[config.mk]
export PLATFORM = sky130hd
export DESIGN_NAME = ocm_channel
export DESIGN_NICKNAME = d
export VERILOG_FILES = /design/src/ocm_pkg.sv /design/src/ocm_edge_irq.sv /design/src/ocm_channel.sv
export SDC_FILE = /design/constraint.sdc
export NUM_CORES = 1
export LEC_CHECK = 0
export CAP_MARGIN = 40
export CORE_UTILIZATION = 45
export DETAILED_ROUTE_END_ITERATION = 16
export DONT_BUFFER_PORTS = 1
export GPL_TIMING_DRIVEN = 0
export PLACE_DENSITY = 0.56
export SYNTH_ARGS = -nofsm -noshare
export SYNTH_HDL_FRONTEND = slang
export SYNTH_SLANG_ARGS = --single-unit
[constraint.sdc]
create_clock -name clk -period 2.5 [get_ports clk]
set_clock_uncertainty 0.15 [all_clocks]
set_input_delay 0.25 -clock clk [delete_from_list [all_inputs] [get_ports clk]]
set_output_delay 0.25 -clock clk [all_outputs]
set_load 0.01 [all_outputs]
[src/ocm_pkg.sv]
/*
  package for the output compare channel: mode codes, control field layout,
  reset values and the carrier structs shared by the channel modules.
  assumes a single 200 MHz clock and an active-low asynchronous reset.
*/
// How it works
// - three-bit mode field selects eight channel modes
// - faulted pwm entry: pin low if compare zero
// - faulted pwm interrupts on fault input falling edge
// - plain pwm starts by compare value, no interrupt
// - toggle entry keeps the current pin level
// - toggle interrupts on both pin edges
// - mode zero releases pin, no interrupt
package ocm_pkg;

  localparam int CTRL_W       = 16;
  localparam int CMP_W        = 16;
  localparam int MODE_LSB     = 0;
  localparam int MODE_MSB     = 2;
  localparam logic [CTRL_W-1:0] CTRL_RESET = 16'h0000;
  localparam logic              PIN_RESET  = 1'b0;

  typedef enum logic [2:0] {
    OCM_OFF        = 3'h0,
    OCM_ONE_LOW    = 3'h1,
    OCM_ONE_HIGH   = 3'h2,
    OCM_TOGGLE     = 3'h3,
    OCM_DELAY_ONE  = 3'h4,
    OCM_PULSE      = 3'h5,
    OCM_PWM        = 3'h6,
    OCM_PWM_FAULT  = 3'h7
  } ocm_mode_t;

  // which pin or fault edges raise the channel interrupt
  typedef struct packed {
    logic pin_rise;
    logic pin_fall;
    logic fault_fall;
  } ocm_irq_sel_t;

  // output drive of the channel toward the pin mux
  typedef struct packed {
    logic drive;
    logic level;
  } ocm_pin_t;

endpackage

[src/ocm_edge_irq.sv]
/*
  edge detector that turns selected pin and fault-input edges into a
  one-cycle interrupt pulse.
  assumes inputs already synchronous to clk.
*/
`timescale 1ns/100ps
module ocm_edge_irq (
  input  wire logic               clk,
  input  wire logic               arst_n,
  input  wire ocm_pkg::ocm_irq_sel_t sel,
  input  wire logic               pin_level,
  input  wire logic               fault_a,
  output logic                    irq_pulse_r
);

  logic pin_d_r;
  logic fault_d_r;
  logic irq_nxt;

  always_ff @(posedge clk or negedge arst_n) begin
    if (!arst_n) begin
      pin_d_r   <= ocm_pkg::PIN_RESET;
      fault_d_r <= 1'b1;
    end else begin
      pin_d_r   <= pin_level;
      fault_d_r <= fault_a;
    end
  end

  always_comb begin
    irq_nxt = (sel.pin_rise & pin_level & ~pin_d_r)
            | (sel.pin_fall & ~pin_level & pin_d_r)
            | (sel.fault_fall & ~fault_a & fault_d_r);
  end

  always_ff @(posedge clk or negedge arst_n) begin
    if (!arst_n) irq_pulse_r <= 1'b0;
    else irq_pulse_r <= irq_nxt;
  end

endmodule

[src/ocm_channel.sv]
/*
  output compare channel mode logic: decodes the mode field of the control
  word, sets the pin's initial level on mode entry, drives the pin from the
  timer compare events and raises the channel interrupt on the mode's edges.
  assumes the time base and compare match strobes come from a timer outside,
  and that software stops that timer while it rewrites the control word.
*/
`timescale 1ns/100ps
module ocm_channel (
  input  wire logic                       clk,
  input  wire logic                       arst_n,
  input  wire logic [ocm_pkg::CTRL_W-1:0] compare_control_reg,
  input  wire logic [ocm_pkg::CMP_W-1:0]  primary_compare_value,
  input  wire logic                       match_primary,
  input  wire logic                       match_secondary,
  input  wire logic                       period_end,
  input  wire logic                       fault_input_a,
  output ocm_pkg::ocm_pin_t               compare_output_pin,
  output logic                            channel_irq
);

  // ----------------------------------------------------------------
  // mode decode
  // ----------------------------------------------------------------
  ocm_pkg::ocm_mode_t mode;
  ocm_pkg::ocm_mode_t mode_r;
  logic               entry;
  logic               entry_d_r;
  logic               level_r;
  logic               level_nxt;
  logic               drive_r;
  logic               fired_r;
  logic               cmp_zero;
  ocm_pkg::ocm_irq_sel_t sel;

  assign mode     = ocm_pkg::ocm_mode_t'(
                      compare_control_reg[ocm_pkg::MODE_MSB:ocm_pkg::MODE_LSB]);
  assign entry    = (mode != mode_r);
  assign cmp_zero = (primary_compare_value == '0);

  function automatic ocm_pkg::ocm_irq_sel_t irq_sel(input ocm_pkg::ocm_mode_t m);
    ocm_pkg::ocm_irq_sel_t s;
    s = '0;
    unique case (m)
      ocm_pkg::OCM_OFF:       s = '0;
      ocm_pkg::OCM_ONE_LOW:   s.pin_rise = 1'b1;
      ocm_pkg::OCM_ONE_HIGH:  s.pin_fall = 1'b1;
      ocm_pkg::OCM_TOGGLE: begin
        s.pin_rise = 1'b1;
        s.pin_fall = 1'b1;
      end
      ocm_pkg::OCM_DELAY_ONE,
      ocm_pkg::OCM_PULSE:     s.pin_fall = 1'b1;
      ocm_pkg::OCM_PWM:       s = '0;
      ocm_pkg::OCM_PWM_FAULT: s.fault_fall = 1'b1;
    endcase
    return s;
  endfunction

  // ----------------------------------------------------------------
  // mode tracking and one-shot state
  // ----------------------------------------------------------------
  always_ff @(posedge clk or negedge arst_n) begin
    if (!arst_n) mode_r <= ocm_pkg::OCM_OFF;
    else mode_r <= mode;
  end

  // remembers the entry edge so the entry level change is never taken as an event
  always_ff @(posedge clk or negedge arst_n) begin
    if (!arst_n) entry_d_r <= 1'b0;
    else entry_d_r <= entry;
  end

  // one-shot modes fire once per mode entry
  always_ff @(posedge clk or negedge arst_n) begin
    if (!arst_n) fired_r <= 1'b0;
    else if (entry) fired_r <= 1'b0;
    else if (mode == ocm_pkg::OCM_DELAY_ONE && match_secondary) fired_r <= 1'b1;
    else if ((mode == ocm_pkg::OCM_ONE_LOW || mode == ocm_pkg::OCM_ONE_HIGH)
             && match_primary) fired_r <= 1'b1;
  end

  // ----------------------------------------------------------------
  // pin level
  // ----------------------------------------------------------------
  always_comb begin
    level_nxt = level_r;
    unique case (mode)
      ocm_pkg::OCM_OFF:       level_nxt = ocm_pkg::PIN_RESET;
      // OCM_ONE_LOW and OCM_ONE_HIGH pulses last one cycle, then the pin returns to its idle level
      ocm_pkg::OCM_ONE_LOW: begin
        if (entry) level_nxt = 1'b1;
        else if (match_primary && !fired_r) level_nxt = 1'b0;
        else if (fired_r) level_nxt = 1'b1;
      end
      ocm_pkg::OCM_ONE_HIGH: begin
        if (entry) level_nxt = 1'b0;
        else if (match_primary && !fired_r) level_nxt = 1'b1;
        else if (fired_r) level_nxt = 1'b0;
      end
      ocm_pkg::OCM_TOGGLE: begin
        if (!entry && match_primary) level_nxt = ~level_r;
      end
      ocm_pkg::OCM_DELAY_ONE: begin
        if (entry) level_nxt = 1'b0;
        else if (match_primary && !fired_r) level_nxt = 1'b1;
        else if (match_secondary) level_nxt = 1'b0;
      end
      ocm_pkg::OCM_PULSE: begin
        if (entry) level_nxt = 1'b0;
        else if (match_primary) level_nxt = 1'b1;
        else if (match_secondary) level_nxt = 1'b0;
      end
      // pwm reloads on each period end, so a zero compare value keeps the pin low
      ocm_pkg::OCM_PWM,
      ocm_pkg::OCM_PWM_FAULT: begin
        if (entry) level_nxt = !cmp_zero;
        else if (period_end) level_nxt = !cmp_zero;
        else if (match_primary) level_nxt = 1'b0;
      end
    endcase
  end

  always_ff @(posedge clk or negedge arst_n) begin
    if (!arst_n) level_r <= ocm_pkg::PIN_RESET;
    else level_r <= level_nxt;
  end

  // disabled channel hands the pin back to the port logic
  always_ff @(posedge clk or negedge arst_n) begin
    if (!arst_n) drive_r <= 1'b0;
    else drive_r <= (mode != ocm_pkg::OCM_OFF);
  end

  assign compare_output_pin.drive = drive_r;
  assign compare_output_pin.level = level_r;

  // ----------------------------------------------------------------
  // interrupt edges
  // ----------------------------------------------------------------
  // the entry level lands one edge after the mode change and reaches the
  // detector a cycle later, so pin edges stay masked for that cycle too;
  // fault edges stay live there, the fault input does not move on entry
  always_comb begin
    sel = irq_sel(mode_r);
    if (entry) sel = '0;
    if (entry_d_r) begin
      sel.pin_rise = 1'b0;
      sel.pin_fall = 1'b0;
    end
  end

  ocm_edge_irq u_irq (
    .clk         (clk),
    .arst_n      (arst_n),
    .sel         (sel),
    .pin_level   (level_r),
    .fault_a     (fault_input_a),
    .irq_pulse_r (channel_irq)
  );

  // ----------------------------------------------------------------
  // assertions
  // ----------------------------------------------------------------
  // all properties run on the one clock and are muted during reset
  a_off_no_irq: assert property (@(posedge clk) disable iff (!arst_n)
    (mode_r == ocm_pkg::OCM_OFF && $past(mode_r) == ocm_pkg::OCM_OFF) |-> ##1 !channel_irq)
    else $error("irq while disabled");
  a_off_release: assert property (@(posedge clk) disable iff (!arst_n)
    (mode == ocm_pkg::OCM_OFF) |=> !compare_output_pin.drive)
    else $error("pin driven while disabled");
  a_pwmf_entry: assert property (@(posedge clk) disable iff (!arst_n)
    (mode == ocm_pkg::OCM_PWM_FAULT && entry) |=> (level_r == !$past(cmp_zero)))
    else $error("faulted pwm initial level wrong");
  a_pwm_entry: assert property (@(posedge clk) disable iff (!arst_n)
    (mode == ocm_pkg::OCM_PWM && entry) |=> (level_r == !$past(cmp_zero)))
    else $error("pwm initial level wrong");
  a_pwm_no_irq: assert property (@(posedge clk) disable iff (!arst_n)
    (mode_r == ocm_pkg::OCM_PWM && mode == ocm_pkg::OCM_PWM) |=> !channel_irq)
    else $error("irq in plain pwm");
  a_toggle_keep: assert property (@(posedge clk) disable iff (!arst_n)
    (mode == ocm_pkg::OCM_TOGGLE && entry) |=> $stable(level_r))
    else $error("toggle entry changed pin");
  a_toggle_irq: assert property (@(posedge clk) disable iff (!arst_n)
    (mode_r == ocm_pkg::OCM_TOGGLE && !entry && match_primary) |=> ##1 channel_irq)
    else $error("toggle edge missed irq");
  a_fault_irq: assert property (@(posedge clk) disable iff (!arst_n)
    (mode_r == ocm_pkg::OCM_PWM_FAULT && !entry && $fell(fault_input_a)) |=> channel_irq)
    else $error("fault edge missed irq");
  a_oneshot_low: assert property (@(posedge clk) disable iff (!arst_n)
    (mode == ocm_pkg::OCM_ONE_LOW && entry) |=> level_r)
    else $error("active-low one-shot not started high");
  a_mode_decode: assert property (@(posedge clk) disable iff (!arst_n)
    1'b1 |=> (mode_r == $past(compare_control_reg[2:0])))
    else $error("mode field decode wrong");

  // entry levels of the remaining modes, the active-low one-shot return to idle and the masked entry edge
  a_oneshot_high: assert property (@(posedge clk) disable iff (!arst_n)
    (mode == ocm_pkg::OCM_ONE_HIGH && entry) |=> !level_r)
    else $error("active-high one-shot not started low");
  a_delay_start: assert property (@(posedge clk) disable iff (!arst_n)
    ((mode == ocm_pkg::OCM_DELAY_ONE || mode == ocm_pkg::OCM_PULSE) && entry) |=> !level_r)
    else $error("delayed or pulse mode not started low");
  a_shot_return: assert property (@(posedge clk) disable iff (!arst_n)
    (mode_r == ocm_pkg::OCM_ONE_LOW && !entry && fired_r) |=> level_r)
    else $error("active-low one-shot did not return high");
  a_entry_no_irq: assert property (@(posedge clk) disable iff (!arst_n)
    (entry && mode != ocm_pkg::OCM_PWM_FAULT) |=> !channel_irq ##1 !channel_irq)
    else $error("irq raised by a mode entry");

  // main scenarios

  c_toggle: cover property (@(posedge clk) disable iff (!arst_n)
    mode_r == ocm_pkg::OCM_TOGGLE && channel_irq);
  c_fault: cover property (@(posedge clk) disable iff (!arst_n)
    mode_r == ocm_pkg::OCM_PWM_FAULT && channel_irq);
  c_pulse: cover property (@(posedge clk) disable iff (!arst_n)
    mode_r == ocm_pkg::OCM_PULSE && $fell(level_r));
  c_delay: cover property (@(posedge clk) disable iff (!arst_n)
    mode_r == ocm_pkg::OCM_DELAY_ONE && fired_r);
  c_oneshot: cover property (@(posedge clk) disable iff (!arst_n)
    mode_r == ocm_pkg::OCM_ONE_LOW && channel_irq);

endmodule

==> results.tsv <==
metric	value	unit
CTS buffer count	3	
Syn Area/Cell	11.3	µm²
crit path max fanout	7	
dpl cells	74	
CTS Sinks	10	
fin crit period	1.70	ns
Filler Cells Inserted	119	
Max VDD drop	0.000288	V
WL final	1.30	mm
Gate Count Post-Synth	59	
measured slew at the worst slew-check pin	0.450	ns
top cells by area, synth	dfrtp_1, xnor2_4, buf_6, dfstp_2, nor4_1	
Internal	0.000279	W
clk slew on worst S/H paths	0.07	ns
top_reg_cell synth	dfrtp_1	
Critical Path Sink Type	register	
Comb pwr share	20.6	%
starting utilization of the core area	49.9	%
CTS root buf	clkbuf_4	
#FFs+latches synth	10	
routed vias/inst	6.11	
final net count	107	
first-pass GRT wire length	2.13	mm
Compound-Gate Fraction of Synth Area	13.3	%
post-synth top area share	33.8	%
hpwl dp	1.02	mm
status	completed	
total congestion overflow	0	
sequential element share of the synthesized area	37.8	%
fin crit share	68.1	%
vias in the first global route	540	
Final Hold Fails	0	
Die W	40.5	µm
nature of the critical path startpoint	register	
Reg power frac	48.8	%
WP data arrival	1.71	ns
Syn. warnings	0	
Max Cap Viol	0	
Post-Layout Cell Count	83	
TritonRoute pass-1 iters	4	
DRC Markers	0	
Post-Synth Simple-Gate Area	23.7	%
max frequency	588	MHz
met3 Usage GRT	8.33	%
largest family of logic cells by synthesized area	simple AND/OR/NAND/NOR gates	
Synth area leader	dfrtp_1	
post-route setup TNS	0	ns
leak pwr	0.289	nW
met1 usage	17.5	%
initial DRC count	10	
clock latency on the worst-skew pair	0.27	ns
CP Cell Sequence	xnor2_4, nand3_4, o311ai_2, o211ai_1, mux2_4	
Antenna Nets Post-Route	0	
share of flip-flops with an asynchronous set or reset	100	%
Max Slew Vio Count	0	
Net Sw Frac	26.7	%
CP max stage cell	dfrtp_1	
All-Layer GR Usage	20.6	%
NetSw	0.000101	W
I/O pin total	41	
Finish-stage setup viols	0	
most used routing layer	met2	
largest net degree at the start of global routing	11	
Max stage delay on crit path	0.48	ns
TritonCTS clock tree	done	
wire per inst	15.7	µm
Area Overhead vs Synth	14.3	%
Via Count	507	
layout cells sized above 1	22.1	%
part of the power in the clock network	30.6	%
Pwr per Cell Area	500	nW/µm²
unrepaired setup endpoints after global routing	no	
met2 usage	40.9	%
maximum clock insertion buffer count	2	
Crit path required time	2.51	ns
xor and xnor area share after synthesis	15.0	%
Core ar.	1330	µm²
# diodes	0	
worst hold path class	in2reg	
Mapped Area	666	µm²
Post-synth EDFFs	0	
Syn Nets	97	
post-synthesis mux area share	2.26	%
Max-slew headroom	69.9	%
Synth cell types	31	
Worst Setup Path Type	reg2reg	
row count	13	
H-tree depth	1	
initial antenna violation count	0	
RD Place Congestion	0.693	
Die Area	1640	µm²
PortBufs	0	
die height	40.5	µm
fraction of the mapped netlist area in adder cells	0	%
[area by class of cell]
cell class / instances / area, µm² / area share [%]
Multi-Input combinational cell: 43 / 362 / 47.5
Sequential cell: 10 / 251 / 33.1
Timing Repair Buffer: 5 / 50.0 / 6.58
Buffer: 5 / 48.8 / 6.41
Clock buffer: 4 / 26.3 / 3.45
Tap cell: 15 / 18.8 / 2.47
Inverter: 1 / 3.75 / 0.493
[state kept, by name (all words and copies together) (netlist names)]
signal / cells
mode_r: 3
drive_r: 1
entry_d_r: 1
fired_r: 1
level_r: 1
u_irq.fault_d_r: 1
u_irq.irq_pulse_r: 1
u_irq.pin_d_r: 1
[worst paths after layout]
path	from	endpoint	slack (ns)	cells after the start
max	mode_r[2]	level_r	0.80	5
min	match_primary	fired_r	0.03	2
max reg2reg	mode_r[2]	level_r	0.80	5
min reg2reg	level_r	u_irq.pin_d_r	0.37	0
max in group asynchronous	arst_n	u_irq.fault_d_r	1.64	1
min in group asynchronous	arst_n	u_irq.irq_pulse_r	0.21	1
[power groups by stage]
stage                     Clock [W]  Sequential [W]  Combinational [W]
after CTS                  0.000120        0.000185          0.0000791
after global placement            0        0.000188          0.0000669
after detailed placement          0        0.000188          0.0000695
final                      0.000116        0.000186          0.0000784
after global routing       0.000128        0.000187          0.0000868
after floorplan                   0        0.000185          0.0000627
[metrics by stage]
| step | util [%] | total power (W) | setup slack (ns) | hold slack [ns] | cell area [µm²] |
|---|---|---|---|---|---|
| floorplan | - | 0.000248 | 0.874 | -0.196 | 666 |
| global placement | 51.3 | 0.000255 | 0.824 | -0.195 | 684 |
| detailed placement | 51.3 | 0.000258 | 0.782 | -0.195 | 684 |
| CTS | 57.0 | 0.000385 | 0.779 | 0.0282 | 761 |
| global route | 57.0 | 0.000402 | 0.690 | 0.0511 | 761 |
| finish | 57.0 | 0.000380 | 0.798 | 0.0307 | 761 |
[cell usage in the layout, fill, tap and decap left out, types with 2 or more instances in the layout]
| cell type | count |
|---|---|
| a21oi_1 | 2 |
| buf_4 | 2 |
| buf_6 | 3 |
| clkbuf_4 | 3 |
| dfrtp_1 | 9 |
| dlygate4sd3_1 | 5 |
| nand2_1 | 3 |
| nand2b_1 | 3 |
| nand3_1 | 2 |
| nor2_1 | 5 |
| nor3b_1 | 2 |
| nor4_1 | 4 |
| xnor2_4 | 3 |
| xor2_1 | 2 |
[critical path: cells and delay by family, from the launching register on]
| family | cells | cell delay, ns |
|---|---|---|
| flip-flops | 1 | 0.48 |
| AO/OA/AOI/OAI | 2 | 0.38 |
| multiplexers | 1 | 0.26 |
| XOR/XNOR | 1 | 0.19 |
| AND/OR/NAND/NOR | 1 | 0.13 |
[logic make-up (layout without fill, tap and decap cells)]
logic type	count (synthesis)	after routing
DFF	10	10
and+or+nand+nor	26	26
buffers and inverters	6	15
muxes	1	1
AOI/OAI and AO/OA	11	11
xor gates and xnor gates	5	5
[cell usage after synthesis (2+ instances only)]
library cell	number
xor2_1	2
nand2b_1	3
nor2_1	5
buf_6	3
nand2_1	3
a21oi_1	2
xnor2_4	3
nor3b_1	2
dfrtp_1	9
nor4_1	4
nand3_1	2
buf_4	2
[layer usage]
metal	vias up	routed length, µm
li1	233	-
met1	244	462
met2	27	707
met3	3	117
met4	0	13
met5	-	0
[what timing repair did]
action	4_1_cts	5_1_grt
hold buffers	5	0
setup endpoints to repair	0	0
setup buffers	0	0
gates resized for setup	0	0
hold endpoints to repair	14	0
Note: power is estimated with default switching activity, not from simulation.
